File: src/design/pmta_regs.svh
// register fields, reset values and timing counts of the table access block
`ifndef PMTA_REGS_SVH
`define PMTA_REGS_SVH
`define PMTA_PTR_W        22
`define PMTA_ADDR_W       21
`define PMTA_PTR_RST      22'h000000
`define PMTA_LATCH_RST    8'h00
`define PMTA_HOLD_RST     8'h00
`define PMTA_CFG_BIT      21
`define PMTA_ODD_BIT      0
`define PMTA_RD_LAT       2'h1
`endif

File: src/design/pmta_pkg.sv
// types shared by the table access block
package pmta_pkg;
  typedef enum logic [1:0]
  {
    PMTA_PTR_KEEP = 2'h0,
    PMTA_PTR_POST_INC = 2'h1,
    PMTA_PTR_POST_DEC = 2'h2,
    PMTA_PTR_PRE_INC = 2'h3
  } pmta_ptr_mode_e;

  typedef enum logic [1:0]
  {
    PMTA_IDLE = 2'h0,
    PMTA_READ = 2'h1,
    PMTA_PROG = 2'h2
  } pmta_state_e;

  typedef enum logic [1:0]
  {
    PMTA_RESUME_NEXT = 2'h0,
    PMTA_VEC_HIGH = 2'h1,
    PMTA_VEC_LOW = 2'h2
  } pmta_resume_e;
endpackage : pmta_pkg

File: src/design/pmta_top.sv
// table read and table write controller for one-time programmable program memory
`timescale 1ns/1ps
`default_nettype none
`include "pmta_regs.svh"
module pmta_top
(
  // clock and reset
  input  wire logic                    clk,
  input  wire logic                    rst_n,
  // core table operation requests
  input  wire logic                    table_read_op,
  input  wire logic                    table_write_op,
  input  wire pmta_pkg::pmta_ptr_mode_e ptr_mode,
  // core special-function writes
  input  wire logic                    ptr_upper_we,
  input  wire logic                    ptr_high_we,
  input  wire logic                    ptr_low_we,
  input  wire logic                    latch_we,
  input  wire logic [7:0]              sfr_wdata,
  input  wire logic                    long_write_enable_set,
  // pin and reset sources
  input  wire logic                    master_clear_program_pin,
  input  wire logic                    master_clear_reset,
  // terminating interrupt source
  input  wire logic                    int_enable,
  input  wire logic                    int_flag,
  input  wire logic                    int_high_prio,
  input  wire logic                    global_high_int_enable,
  input  wire logic                    peripheral_low_int_enable,
  // program memory array
  output logic [`PMTA_PTR_W-1:0]       mem_addr,
  output logic                         mem_rd,
  input  wire logic [7:0]              mem_rdata,
  output logic [15:0]                  mem_wdata,
  output logic                         mem_prog,
  // core side status
  output logic [`PMTA_PTR_W-1:0]       table_pointer,
  output logic [7:0]                   table_latch,
  output logic                         long_write_enable,
  output logic                         core_halt,
  output logic                         op_done,
  output logic [1:0]                   resume_action
);
  ////////////////////////////////////////////////////////////////////////////
  // state
  pmta_pkg::pmta_state_e state_reg;
  pmta_pkg::pmta_state_e state_next;
  logic [`PMTA_PTR_W-1:0] ptr_reg;
  logic [7:0]             latch_reg;
  logic [7:0]             hold_reg;
  logic                   lwe_reg;
  logic [`PMTA_PTR_W-1:0] addr_reg;
  logic                   rd_reg;
  logic [15:0]            wdata_reg;
  logic                   prog_reg;
  logic                   halt_reg;
  logic                   done_reg;
  logic [1:0]             resume_reg;
  logic [`PMTA_PTR_W-1:0] access_addr;
  logic [`PMTA_PTR_W-1:0] ptr_after;
  logic                   terminate;
  pmta_pkg::pmta_resume_e resume;
  logic                   idle;
  logic                   start_read;
  logic                   start_write;
  logic                   write_odd;
  logic                   long_ok;
  pmta_ptr_step u_step
  (
    .ptr         (ptr_reg),
    .mode        (ptr_mode),
    .access_addr (access_addr),
    .ptr_after   (ptr_after)
  );
  pmta_wake u_wake
  (
    .int_enable                (int_enable),
    .int_flag                  (int_flag),
    .int_high_prio             (int_high_prio),
    .global_high_int_enable    (global_high_int_enable),
    .peripheral_low_int_enable (peripheral_low_int_enable),
    .terminate                 (terminate),
    .resume                    (resume)
  );
  ////////////////////////////////////////////////////////////////////////////
  // request decode
  assign idle        = (state_reg == pmta_pkg::PMTA_IDLE);
  assign start_read  = idle && table_read_op;
  // reads win if the core raises both in one cycle
  assign start_write = idle && table_write_op && !table_read_op;
  assign write_odd   = access_addr[`PMTA_ODD_BIT];
  // config space is read only, so no long write there
  assign long_ok     = master_clear_program_pin && lwe_reg && write_odd
                       && !access_addr[`PMTA_CFG_BIT];
  always_comb
  begin
    state_next = state_reg;
    case (state_reg)
      pmta_pkg::PMTA_IDLE:
      begin
        if (start_read)
        begin
          state_next = pmta_pkg::PMTA_READ;
        end
        else if (start_write && long_ok)
        begin
          state_next = pmta_pkg::PMTA_PROG;
        end
      end
      pmta_pkg::PMTA_READ: state_next = pmta_pkg::PMTA_IDLE;
      pmta_pkg::PMTA_PROG:
      begin
        if (terminate)
        begin
          state_next = pmta_pkg::PMTA_IDLE;
        end
      end
      default: state_next = pmta_pkg::PMTA_IDLE;
    endcase
  end
  ////////////////////////////////////////////////////////////////////////////
  // sequencer; any reset also ends a long write
  always_ff @(posedge clk)
  begin
    if (!rst_n || master_clear_reset)
    begin
      state_reg <= pmta_pkg::PMTA_IDLE;
    end
    else
    begin
      state_reg <= state_next;
    end
  end
  ////////////////////////////////////////////////////////////////////////////
  // table pointer, a 6-bit upper write and two byte-wide writes plus auto update
  always_ff @(posedge clk)
  begin
    if (!rst_n)
    begin
      ptr_reg <= `PMTA_PTR_RST;
    end
    else if (start_read || start_write)
    begin
      ptr_reg <= ptr_after;
    end
    else
    begin
      if (ptr_upper_we)
      begin
        ptr_reg[21:16] <= sfr_wdata[5:0];
      end
      if (ptr_high_we)
      begin
        ptr_reg[15:8] <= sfr_wdata;
      end
      if (ptr_low_we)
      begin
        ptr_reg[7:0] <= sfr_wdata;
      end
    end
  end
  ////////////////////////////////////////////////////////////////////////////
  // table latch
  always_ff @(posedge clk)
  begin
    if (!rst_n)
    begin
      latch_reg <= `PMTA_LATCH_RST;
    end
    else if (state_reg == pmta_pkg::PMTA_READ)
    begin
      latch_reg <= mem_rdata;
    end
    else if (latch_we && idle)
    begin
      latch_reg <= sfr_wdata;
    end
  end
  ////////////////////////////////////////////////////////////////////////////
  // hidden holding register: no port reads or writes it directly
  always_ff @(posedge clk)
  begin
    if (!rst_n)
      hold_reg <= `PMTA_HOLD_RST;
    else if (start_write && !write_odd)
      hold_reg <= latch_reg;
  end
  ////////////////////////////////////////////////////////////////////////////
  // long write enable: set only, cleared by power-on or master-clear reset
  always_ff @(posedge clk)
  begin
    if (!rst_n || master_clear_reset)
      lwe_reg <= 1'b0;
    else if (long_write_enable_set)
      lwe_reg <= 1'b1;
  end
  ////////////////////////////////////////////////////////////////////////////
  // memory array drive
  always_ff @(posedge clk)
  begin
    if (!rst_n || master_clear_reset)
    begin
      addr_reg  <= `PMTA_PTR_RST;
      rd_reg    <= 1'b0;
      wdata_reg <= 16'h0000;
      prog_reg  <= 1'b0;
    end
    else
    begin
      rd_reg <= start_read;
      if (start_read || (start_write && long_ok))
      begin
        addr_reg <= access_addr;
      end
      if (start_write && long_ok)
      begin
        wdata_reg <= {latch_reg, hold_reg};
        prog_reg  <= 1'b1;
      end
      else if (prog_reg && terminate)
      begin
        prog_reg <= 1'b0;
      end
    end
  end
  ////////////////////////////////////////////////////////////////////////////
  // core halt and completion
  always_ff @(posedge clk)
  begin
    if (!rst_n || master_clear_reset)
    begin
      halt_reg   <= 1'b0;
      done_reg   <= 1'b0;
      resume_reg <= pmta_pkg::PMTA_RESUME_NEXT;
    end
    else
    begin
      done_reg <= 1'b0;
      if (start_write && long_ok)
      begin
        halt_reg <= 1'b1;
      end
      else if (start_read)
      begin
        halt_reg <= 1'b1;
      end
      else if (state_reg == pmta_pkg::PMTA_READ)
      begin
        halt_reg <= 1'b0;
        done_reg <= 1'b1;
      end
      else if (state_reg == pmta_pkg::PMTA_PROG && terminate)
      begin
        // the flag input is never driven from here, so it stays set
        halt_reg   <= 1'b0;
        done_reg   <= 1'b1;
        resume_reg <= resume;
      end
      else if (start_write)
      begin
        done_reg <= 1'b1;
      end
    end
  end
  assign mem_addr          = addr_reg;
  assign mem_rd            = rd_reg;
  assign mem_wdata         = wdata_reg;
  assign mem_prog          = prog_reg;
  assign table_pointer     = ptr_reg;
  assign table_latch       = latch_reg;
  assign long_write_enable = lwe_reg;
  assign core_halt         = halt_reg;
  assign op_done           = done_reg;
  assign resume_action     = resume_reg;
  ////////////////////////////////////////////////////////////////////////////
  // checks
  prog_needs_gate_a : assert property (@(posedge clk) disable iff (!rst_n)
    $rose(mem_prog) |-> $past(master_clear_program_pin) && $past(lwe_reg))
    else $error("programming started without voltage or enable");
  prog_halts_a : assert property (@(posedge clk) disable iff (!rst_n)
    mem_prog |-> core_halt)
    else $error("core not halted while programming");
  even_no_prog_a : assert property (@(posedge clk) disable iff (!rst_n)
    (start_write && !write_odd) |=> !$rose(mem_prog))
    else $error("even write started programming");
  lwe_sticky_a : assert property (@(posedge clk) disable iff (!rst_n)
    (lwe_reg && !master_clear_reset) |=> lwe_reg)
    else $error("long write enable dropped");
  end_on_flag_a : assert property (@(posedge clk) disable iff (!rst_n || master_clear_reset)
    (state_reg == pmta_pkg::PMTA_PROG && int_enable && int_flag) |=> !mem_prog && !core_halt)
    else $error("long write did not end on flag");
  no_end_disabled_a : assert property (@(posedge clk) disable iff (!rst_n || master_clear_reset)
    (mem_prog && !int_enable) |=> mem_prog)
    else $error("long write ended without enabled source");
  read_loads_a : assert property (@(posedge clk) disable iff (!rst_n)
    start_read |=> ##1 (table_latch == $past(mem_rdata)) && op_done)
    else $error("table read did not load latch");
  odd_data_a : assert property (@(posedge clk) disable iff (!rst_n)
    $rose(mem_prog) |-> mem_wdata == {$past(latch_reg), $past(hold_reg)})
    else $error("block data order wrong");
endmodule : pmta_top
`default_nettype wire

File: src/design/pmta_ptr_step.sv
// table pointer update arithmetic
`timescale 1ns/1ps
`default_nettype none
`include "pmta_regs.svh"
module pmta_ptr_step
(
  // pointer in
  input  wire logic [`PMTA_PTR_W-1:0] ptr,
  input  wire pmta_pkg::pmta_ptr_mode_e mode,
  // addresses out
  output logic      [`PMTA_PTR_W-1:0] access_addr,
  output logic      [`PMTA_PTR_W-1:0] ptr_after
);
  logic [`PMTA_ADDR_W-1:0] inc_low;
  logic [`PMTA_ADDR_W-1:0] dec_low;

  // the configuration-space bit never carries or borrows
  assign inc_low = ptr[`PMTA_ADDR_W-1:0] + 21'h000001;
  assign dec_low = ptr[`PMTA_ADDR_W-1:0] - 21'h000001;

  always_comb
  begin
    access_addr = ptr;
    ptr_after   = ptr;
    case (mode)
      pmta_pkg::PMTA_PTR_POST_INC: ptr_after = {ptr[`PMTA_CFG_BIT], inc_low};
      pmta_pkg::PMTA_PTR_POST_DEC: ptr_after = {ptr[`PMTA_CFG_BIT], dec_low};
      pmta_pkg::PMTA_PTR_PRE_INC:
      begin
        access_addr = {ptr[`PMTA_CFG_BIT], inc_low};
        ptr_after   = {ptr[`PMTA_CFG_BIT], inc_low};
      end
      default: ptr_after = ptr;
    endcase
  end
endmodule : pmta_ptr_step
`default_nettype wire

File: src/design/pmta_wake.sv
// long write termination and resume decision
`timescale 1ns/1ps
`default_nettype none
module pmta_wake
(
  // interrupt source state
  input  wire logic int_enable,
  input  wire logic int_flag,
  input  wire logic int_high_prio,
  input  wire logic global_high_int_enable,
  input  wire logic peripheral_low_int_enable,
  // decision
  output logic      terminate,
  output pmta_pkg::pmta_resume_e resume
);
  // priority and global enables never block termination
  assign terminate = int_enable & int_flag;

  always_comb
  begin
    resume = pmta_pkg::PMTA_RESUME_NEXT;
    if (int_high_prio && global_high_int_enable)
    begin
      resume = pmta_pkg::PMTA_VEC_HIGH;
    end
    else if (!int_high_prio && peripheral_low_int_enable && !global_high_int_enable)
    begin
      resume = pmta_pkg::PMTA_VEC_LOW;
    end
  end
endmodule : pmta_wake
`default_nettype wire

File: config.mk
export PLATFORM = sky130hd
export DESIGN_NAME = pmta_top
export DESIGN_NICKNAME = d
export VERILOG_FILES = /design/src/design/pmta_pkg.sv /design/src/design/pmta_top.sv /design/src/design/pmta_ptr_step.sv /design/src/design/pmta_wake.sv
export VERILOG_INCLUDE_DIRS = /design/src /design/src/design
export SDC_FILE = /design/constraint.sdc
export NUM_CORES = 1
export LEC_CHECK = 0
export ABC_AREA = 1
export BUFFER_PORTS_ARGS = -buffer_cell sky130_fd_sc_hd__buf_4
export CORE_ASPECT_RATIO = 0.9
export CORE_UTILIZATION = 50
export CTS_BUF_LIST = sky130_fd_sc_hd__clkbuf_2
export CTS_CLUSTER_SIZE = 24
export DETAILED_ROUTE_END_ITERATION = 10
export MAX_ROUTING_LAYER = met4
export PLACE_DENSITY = 0.75
export SYNTH_ARGS = -nofsm -noshare
export SYNTH_HDL_FRONTEND = slang
export SYNTH_SLANG_ARGS = --single-unit
File: constraint.sdc
create_clock -name clk -period 1.9 [get_ports clk]
set_clock_uncertainty 0.05 [all_clocks]
set_input_delay 0.285 -clock clk [delete_from_list [all_inputs] [get_ports clk]]
set_output_delay 0.285 -clock clk [all_outputs]
set_load 0.02 [all_outputs]
=== Word level (Yosys, flattened, before mapping) ===
Index checks and enable logic that the tools add are counted.

* Bits in registers: 85

* Add/sub/neg operators: 2
* Equal/unequal tests: 8
* Multiplexer cells: 23
* Bitwise gates (word level): 5
* Reductions and logical operators: 38

{| class="wikitable"
|+ Operators with widths
! operator !! number
|-
| $pmux 21 s2 || 1
|-
| $mux 8 || 4
|-
| $mux 22 || 1
|-
| $add 21x1->21 const B || 1
|-
| $mux 21 || 1
|-
| $sub 21x1->21 const B || 1
|-
| $logic_and 1x1->1 || 14
|-
| $mux 2 || 5
|-
| $reduce_and 2->1 || 5
|-
| $reduce_bool 2->1 || 5
|-
| $mux 1 || 9
|-
| $eq 2x2->1 const B || 3
|-
| $logic_not 1->1 || 6
|-
| $mux 6 || 1
|-
| $eq 2x1->1 const B || 2
|-
| $not 1->1 || 4
|-
| $pmux 2 s2 || 1
|-
| $reduce_and 4->1 || 1
|-
| $reduce_bool 4->1 || 1
|-
| $logic_or 1x1->1 || 3
|-
| $ne 3x1->1 const B || 1
|-
| $ne 3x2->1 const B || 1
|-
| $reduce_or 3->1 || 1
|-
| $logic_not 2->1 || 1
|-
| 3 further kinds || 3
|}

=== Depth between registers and ports, before layout ===
Gate-level depths: netlist of the first run.

* Depth in word-level cells: 8
* Mapped depth: 12
* Depth with buffers taken out: 11

=== Hierarchy ===
A second synthesis of the first run with hierarchy kept.

* Cells, all modules: 882
* Area total of the unflattened synthesis: 5333.9 sq um

{| class="wikitable"
|+ By module, submodules not included
! module !! instances !! cells an instance !! area each (sq um)
|-
| pmta_top || 1 || 522 || 3582.2
|-
| pmta_ptr_step || 1 || 353 || 1722.9
|-
| pmta_wake || 1 || 7 || 28.8
|}

=== Worst setup path after synthesis of the first run ===
OpenSTA, ideal clock, no wires.

* Kind: flip-flop to flip-flop
* Start point: register ptr_reg[1], in the netlist table_pointer[1]
* End point: register ptr_reg[16], in the netlist table_pointer[16]
* Setup time: 0.120 ns
* Data arrival time: 1.506 ns
* Required time: 1.730 ns
* Setup slack: 0.224 ns
* Cell stages (with the launch flop): 11
* Path buffers: 0
* Period minus slack after synthesis: 1.676 ns
* Path through: dfxtp_1 -> ha_1 -> nand2_1 -> nor2_2 -> nand2_1 -> o21ai_0 -> nand2_1 -> nand2_1 -> nand2_1 -> nand2_1 -> a21oi_1

* Longest elaborated chain between the ends: 3
* Elaborated cells on any way between the ends: 4

{| class="wikitable"
|+ RTL lines
! item !! RTL line !! source
|-
| from (decl) || pmta_top.sv:48 || <nowiki>logic [`PMTA_PTR_W-1:0] ptr_reg;</nowiki>
|-
| from (signal assigned) || pmta_top.sv:140 || <nowiki>ptr_reg <= `PMTA_PTR_RST;</nowiki>
|-
| from (signal assigned) || pmta_top.sv:144 || <nowiki>ptr_reg <= ptr_after;</nowiki>
|-
| from (signal assigned) || pmta_top.sv:158 || <nowiki>ptr_reg[7:0] <= sfr_wdata;</nowiki>
|-
| $add 21x1->21 or $sub 21x1->21 (tied branches) || pmta_ptr_step.sv:18, pmta_ptr_step.sv:19 ||
|-
| $pmux 21 s2 * || pmta_ptr_step.sv:25 || <nowiki>case (mode)</nowiki>
|-
| $mux 22 * || pmta_top.sv:142 || <nowiki>else if (start_read || start_write)</nowiki>
|}

Every way passes the cells marked *; elsewhere a longest branch is shown, timed or not. The select of a mux whose other input is x is not followed.
A chain may end at the register's enable or synchronous reset.

=== Worst setup path after layout of the first run ===
* Start point: register state_reg[0]
* End point: register latch_reg[0], in the netlist table_latch[0]

* Longest elaborated chain between the ends: 3
* Elaborated cells on any way between the ends: 5

{| class="wikitable"
|+ RTL lines
! item !! RTL line !! source
|-
| from (decl) || pmta_top.sv:46 || <nowiki>pmta_pkg::pmta_state_e state_reg;</nowiki>
|-
| from (signal assigned) || pmta_top.sv:127 || <nowiki>state_reg <= pmta_pkg::PMTA_IDLE;</nowiki>
|-
| from (signal assigned) || pmta_top.sv:131 || <nowiki>state_reg <= state_next;</nowiki>
|-
| $logic_not 2->1 || pmta_top.sv:87 || <nowiki>assign idle = (state_reg == pmta_pkg::PMTA_IDLE);</nowiki>
|-
| $logic_and 1x1->1 || pmta_top.sv:174 || <nowiki>else if (latch_we && idle)</nowiki>
|-
| $reduce_bool 2->1 (no source line) || n/a ||
|-
| to (signal assigned) || pmta_top.sv:168 || <nowiki>latch_reg <= `PMTA_LATCH_RST;</nowiki>
|-
| to (signal assigned) || pmta_top.sv:172 || <nowiki>latch_reg <= mem_rdata;</nowiki>
|-
| to (signal assigned) || pmta_top.sv:176 || <nowiki>latch_reg <= sfr_wdata;</nowiki>
|-
| to (decl) || pmta_top.sv:49 || <nowiki>logic [7:0] latch_reg;</nowiki>
|}

Several ways; a longest one is shown, not always the timed one.

==> results.toml, run 1 <==
[run_status]
outcome = "completed"

[logic_synthesis]
synth_seq_cells = 85
synth-edff-count = 0
synth.top_cell.area_share = 0.358
syn_nets = 749
syn-cell-area_mm2 = 0.00476
synth_top_cell_by_area = "dfxtp_1"
syn_area_per_cell_um2 = 6.68
ys_seq_area_frac = 0.358
synth_flop_cell = "dfxtp_1"
synth_area_leaders = "dfxtp_1 (36%), nand2_1 (13%), nor2_1 (10%)"
async_reset_ff_frac = 0
syn-instance-count = 713
yosysWarnings = 0
yosysUniqueCellTypes = 38

[place]
dpl.hpwl_um = 12300
dp_worst_setup_slack_ps = 86.1
dp_cells = 952
port_buffers = 108
gp_congestion = 1.03

[critical_path]
ff2ff_setup_slack_ps = 100
cp-start-kind = "flop"
reg2reg_depth = 9
end_kind = "flop"
cp.arrival_ps = 2270
crit_top_cell = "nand2_1"
critical_path_class = "flop to flop"
worst_r2r_endpoint = "table_latch[0]"
crit_family = "buffers and inverters"
critPathMaxFanout = 8
r2r_start = "state_reg[0]"
cpPeakStageDelay_ps = 560
critPathBufInv = 3
cp_data_required_time_ps = 2370
crit_slowest_cell = "dlygate4sd3_1"
crit_chain = "inv_2 > nand2_2 > nor2_2 > nor2_4 > a22oi_2 > nand2_1 > dlygate4sd3_1 > nand2_1 > inv_1"

[worst_hold_path]
min_path_cells = 5
hp-class = "input port to flop"
hold-path-endpoint = "table_pointer[9]"
hold_path_startpoint = "ptr_mode[0]"

[drt]
vias = 5523
first_iter_violations = 535
post_drt_wl_per_cell_um = 17.1
drt_first_pass_iters = 6
drc = 0
wl_um = 17100
vias_per_cell = 5.52
ant_nets = 0

[timing]
finalSetupViolCount = 0
rsz0062_at_grt = "no"
finalSetupTns_ps = 0
drv_slew = 0
worst_slack_ps = 99.1
maxSlewHeadroom = 0.753
fmax_mhz = 555
tightest_slew_ps = 368
fin_crit_ps = 1800
hold_viol = 0
period_share = 0.948

[pwr]
vdd_drop_max_mv = 0.412
seqPwrFrac = 0.447
pwr_density_cell_mw_per_mm2 = 709
sw_frac_of_total = 0.382
p_int_mw = 2.78
leakage_nw = 2.91
combPwrFrac = 0.311
switching_power_mw = 1.72
power.clock.fraction = 0.242

[die]
core_area_mm2 = 0.00917
fp.dieH_um = 94.6
start_util = 0.519
die-area_mm2 = 0.00991
die_x_um = 105
num_rows = 33
ios = 109

[grt]
grt.overflow.total = 0
grt.busiest_layer = "met2"
grt_pass1_vias = 5193
use_met3 = 0.0663
met2_usage = 0.581
grt_use_met1 = 0.458
grt_antenna_before_repair = 1
gr-usage-all-layers = 0.361
grt_pass1_wl_um = 26500
grt_start_max_net_pins = 29

[clock_network]
path_clk_slew_ps = 300
cts_htree_levels = 3
cts-root-buf = "clkbuf_2"
cts.sinks = 85
clk_path_buf_depth = 2
cts_made_buffers = 9
clk-insertion-delay-late_ps = 600
cts_tree = "built"

[flow_run]
maxCapViolations = 0

[finish]
final_cell_count_no_fill = 1000
final_common_cell = "nand2_1"
drive_gt1_frac = 0.261
area_growth_pct = 33.4
nNetsFinal = 908
mostFrequentLayoutCells = "nand2_1 (168), buf_4 (146), nor2_1 (123)"
metal layers:
layer,routed length (um),vias to the layer above
met5,0,-
met4,446,0
met3,1510,34
met2,7850,301
met1,7310,2560
li1,-,2628
cell families after synthesis:
kind of cell / after synthesis / synth area share
flip-flops: 85 / 0.358
AO/OA/AOI/OAI: 141 / 0.171
AND/OR/NAND/NOR: 378 / 0.344
XOR/XNOR: 17 / 0.0352
buffers and inverters: 90 / 0.0870
adder cells (fa/ha/maj): 2 / 0.00526
area by class of cell:
| cell class | count | area, um2 |
|---|---|---|
| Antenna cell | 1 | 2.50 |
| Clock buffer | 9 | 45.0 |
| Clock inverter | 7 | 86.3 |
| Fill cell | 817 | 2820 |
| Inverter | 61 | 241 |
| Multi-Input combinational cell | 538 | 2690 |
| Sequential cell | 85 | 1720 |
| Tap cell | 122 | 153 |
| Timing Repair Buffer | 177 | 1420 |
worst max path at each step:
stage	startpoint	endpoint	slack (ps)	depth (start not counted)
3_5_place_dp	table_pointer[0]	mem_addr[7]	90	8
2_1_floorplan	table_pointer[1]	table_pointer[16]	220	10
3_3_place_gp	table_pointer[0]	table_pointer[15]	70	9
6_report	state_reg[0]	table_latch[0]	100	9
5_1_grt	table_pointer[8]	table_pointer[12]	10	9
4_1_cts	state_reg[1]	resume_action[0]	20	6
worst register-to-register path, delay by kind of cell (launching register included):
| family | cells | cell delay (ps) |
|---|---|---|
| AO/OA/AOI/OAI | 1 | 130 |
| flip-flops | 1 | 420 |
| AND/OR/NAND/NOR | 5 | 460 |
| buffers and inverters | 3 | 680 |
per-stage QoR:
step / hold slack [ps] / instance area, um2 / utilization / total power, mW
2_1_floorplan: 364 / 4760 / - / 2.81
3_3_place_gp: 390 / 5850 / 0.638 / 3.31
3_5_place_dp: 398 / 5850 / 0.638 / 3.32
4_1_cts: 7.90 / 6260 / 0.683 / 4.45
5_1_grt: 13.3 / 6350 / 0.693 / 4.71
6_report: 38.2 / 6350 / 0.693 / 4.50
power groups by stage:
stage,clock network [mW],registers (mW),logic (mW)
6_report,1.09,2.02,1.40
5_1_grt,1.17,2.03,1.52
4_1_cts,1.10,2.00,1.34
3_5_place_dp,0,2.04,1.29
3_3_place_gp,0,2.04,1.27
2_1_floorplan,0,2.11,0.704
Yosys cell counts, types with 3 or more instances:
library cell,instances
buf_6,3
nand3_1,53
buf_2,9
a22oi_1,3
dfxtp_1,85
o21ai_2,12
nor2_2,10
nand2_4,3
a31oi_1,12
buf_4,4
o21ai_0,61
inv_2,5
nand4_1,3
inv_1,50
nor2_1,129
a21oi_1,33
o211ai_1,8
inv_4,4
clkbuf_1,10
nand2_1,168
o21ai_1,10
xor2_1,15
timing repair:
| action | 4_1_cts | 5_1_grt |
|---|---|---|
| resized for setup | 0 | 25 |
| setup endpoints to repair | 0 | 28 |
| setup buffers | 0 | 3 |
| hold endpoints to repair | 25 | 1 |
| hold buffers | 28 | 1 |
No activity file was read; power rests on OpenSTA's default activity.
==> inputs of run 2 (changes only) <==
==> constraint.sdc (replaced) <==
create_clock -name clk -period 1.9 [get_ports clk]
set_clock_uncertainty 0.05 [all_clocks]
set_input_delay 0 -clock clk [delete_from_list [all_inputs] [get_ports clk]]
set_output_delay 0 -clock clk [all_outputs]
set_load 0.02 [all_outputs]
==> results.toml, run 2 (synthesis results as in run 1) <==
[grt]
grt.overflow.total = 0
grt_pass1_vias = 5270
grt_start_max_net_pins = 29
grt_pass1_wl_um = 27400
grt_antenna_before_repair = 1
gr-usage-all-layers = 0.370

[drt]
drt_first_pass_iters = 6
vias = 5603
wl_um = 17500
first_iter_violations = 386
ant_nets = 0
drc = 0
vias_per_cell = 5.54
post_drt_wl_per_cell_um = 17.3

[pwr]
power.clock.fraction = 0.277
pwr_density_cell_mw_per_mm2 = 728
combPwrFrac = 0.293
leakage_nw = 2.96
p_int_mw = 3.03
switching_power_mw = 1.69
vdd_drop_max_mv = 0.439
sw_frac_of_total = 0.359
p_total_mw = 4.72
seqPwrFrac = 0.429

[clock_network]
cts_htree_levels = 3
cts-root-buf = "clkbuf_2"
clk_path_buf_depth = 2
clk-insertion-delay-late_ps = 550
cts_tree = "built"
cts.sinks = 85
cts_made_buffers = 9
path_clk_slew_ps = 270

[timing]
tightest_slew_ps = 397
fmax_mhz = 540
maxSlewHeadroom = 0.734
drv_slew = 0
finalSetupViolCount = 0
fin_crit_ps = 1850
period_share = 0.975
hold_viol = 0

[critical_path]
end_kind = "flop"
critical_path_class = "flop to flop"
crit_top_cell = "nand2_1"
crit_chain = "inv_2 > nand2_4 > nor2_2 > nor2_1 > buf_4 > a22oi_2 > nand2_1 > dlygate4sd3_1 > nand2_1 > inv_1"
crit_family = "buffers and inverters"
critPathMaxFanout = 8
cp.arrival_ps = 2280
crit_slowest_cell = "dlygate4sd3_1"
cp_data_required_time_ps = 2330
cp-start-kind = "flop"
cpPeakStageDelay_ps = 550
critPathBufInv = 4

[die]
core_area_mm2 = 0.00917
ios = 109
num_rows = 33
die-area_mm2 = 0.00991
fp.dieH_um = 94.6
die_x_um = 105
start_util = 0.519

[finish]
area_growth_pct = 36.3
mostFrequentLayoutCells = "nand2_1 (167), buf_4 (144), nor2_1 (129)"
final_common_cell = "nand2_1"
final_cell_count_no_fill = 1011
drive_gt1_frac = 0.244
nNetsFinal = 919

[run_status]
outcome = "completed"

[flow_run]
maxCapViolations = 0

[place]
dpl.hpwl_um = 12500
port_buffers = 108
gp_congestion = 0.992
dp_cells = 949

[worst_hold_path]
hp-class = "input port to flop"
-- run 2: changes by cell type in the layout (fill, tap and decap cells not counted), moves of 2 or more --
cell,before,now
dlygate4sd3_1,29,44
nor2_1,123,129
nor2_2,14,8
buf_4,146,144
bufinv_16,1,3
dfxtp_1,76,78
dfxtp_2,7,5
-- run 2: path summary, 6_finish.rpt --
| path | slack, ps | startpoint | end | depth (start not counted) |
|---|---|---|---|---|
| setup / recovery | 50 | state_reg[1] | table_latch[6] | 10 |
| setup reg to reg | 50 | state_reg[1] | table_latch[6] | 10 |
| hold reg to reg | 430 | mem_addr[18] | mem_addr[18] | 2 |
| hold / removal | 130 | latch_we | table_latch[2] | 9 |
-- run 2: through the flow --
step                area [um2]  TNS (ps)  setup WS [ps]  utilization  hold WS, ps
global placement          5810         0            111        0.634          169
global route              6480     -1.42         -0.752        0.707          161
detailed placement        5810         0           78.4        0.634          185
finish                    6480         0           48.3        0.707          127
CTS                       6440         0           11.0        0.702         52.0
floorplan                 4760         0            224            -         79.4
-- run 2: power groups by stage --
stage | sequential [mW] | combinational (mW) | clock [mW]
3_3_place_gp | 2.04 | 1.25 | 0
6_report | 2.03 | 1.38 | 1.31
4_1_cts | 2.02 | 1.34 | 1.32
3_5_place_dp | 2.05 | 1.26 | 0
2_1_floorplan | 2.11 | 0.704 | 0
5_1_grt | 2.04 | 1.51 | 1.37
-- run 2: layout make-up --
cell class,instances,area (um2)
timing repair buffer,188,1520
tap,122,153
sequential,85,1720
inverter,61,246
antenna,1,2.50
clock inverter,7,128
clock buffer,9,45.0
multi-input combinational,538,2670
fill,795,2680
-- run 2: per-layer routing --
layer	wire length [um]	global-route usage
met5	0	-
met4	516	0.131
met2	7900	0.597
met1	7440	0.458
met3	1650	0.0814
-- run 2: tightest hold or removal path: stages --
cell	delay, ps
buf_4	110
inv_1	70
nor2_2	40
nor2_1	80
buf_4	180
a22oi_1	80
nand2_1	60
nand2_1	40
inv_1	40
-- run 2: timing repair --
item | in CTS | in global routing
buffers inserted | 0 | 1
pin swaps | 0 | 1
gates cloned | 0 | 0
gates resized for setup | 1 | 18
setup endpoints to repair | 1 | 25
endpoints found under the hold margin | 85 | 0
hold buffers | 45 | 0
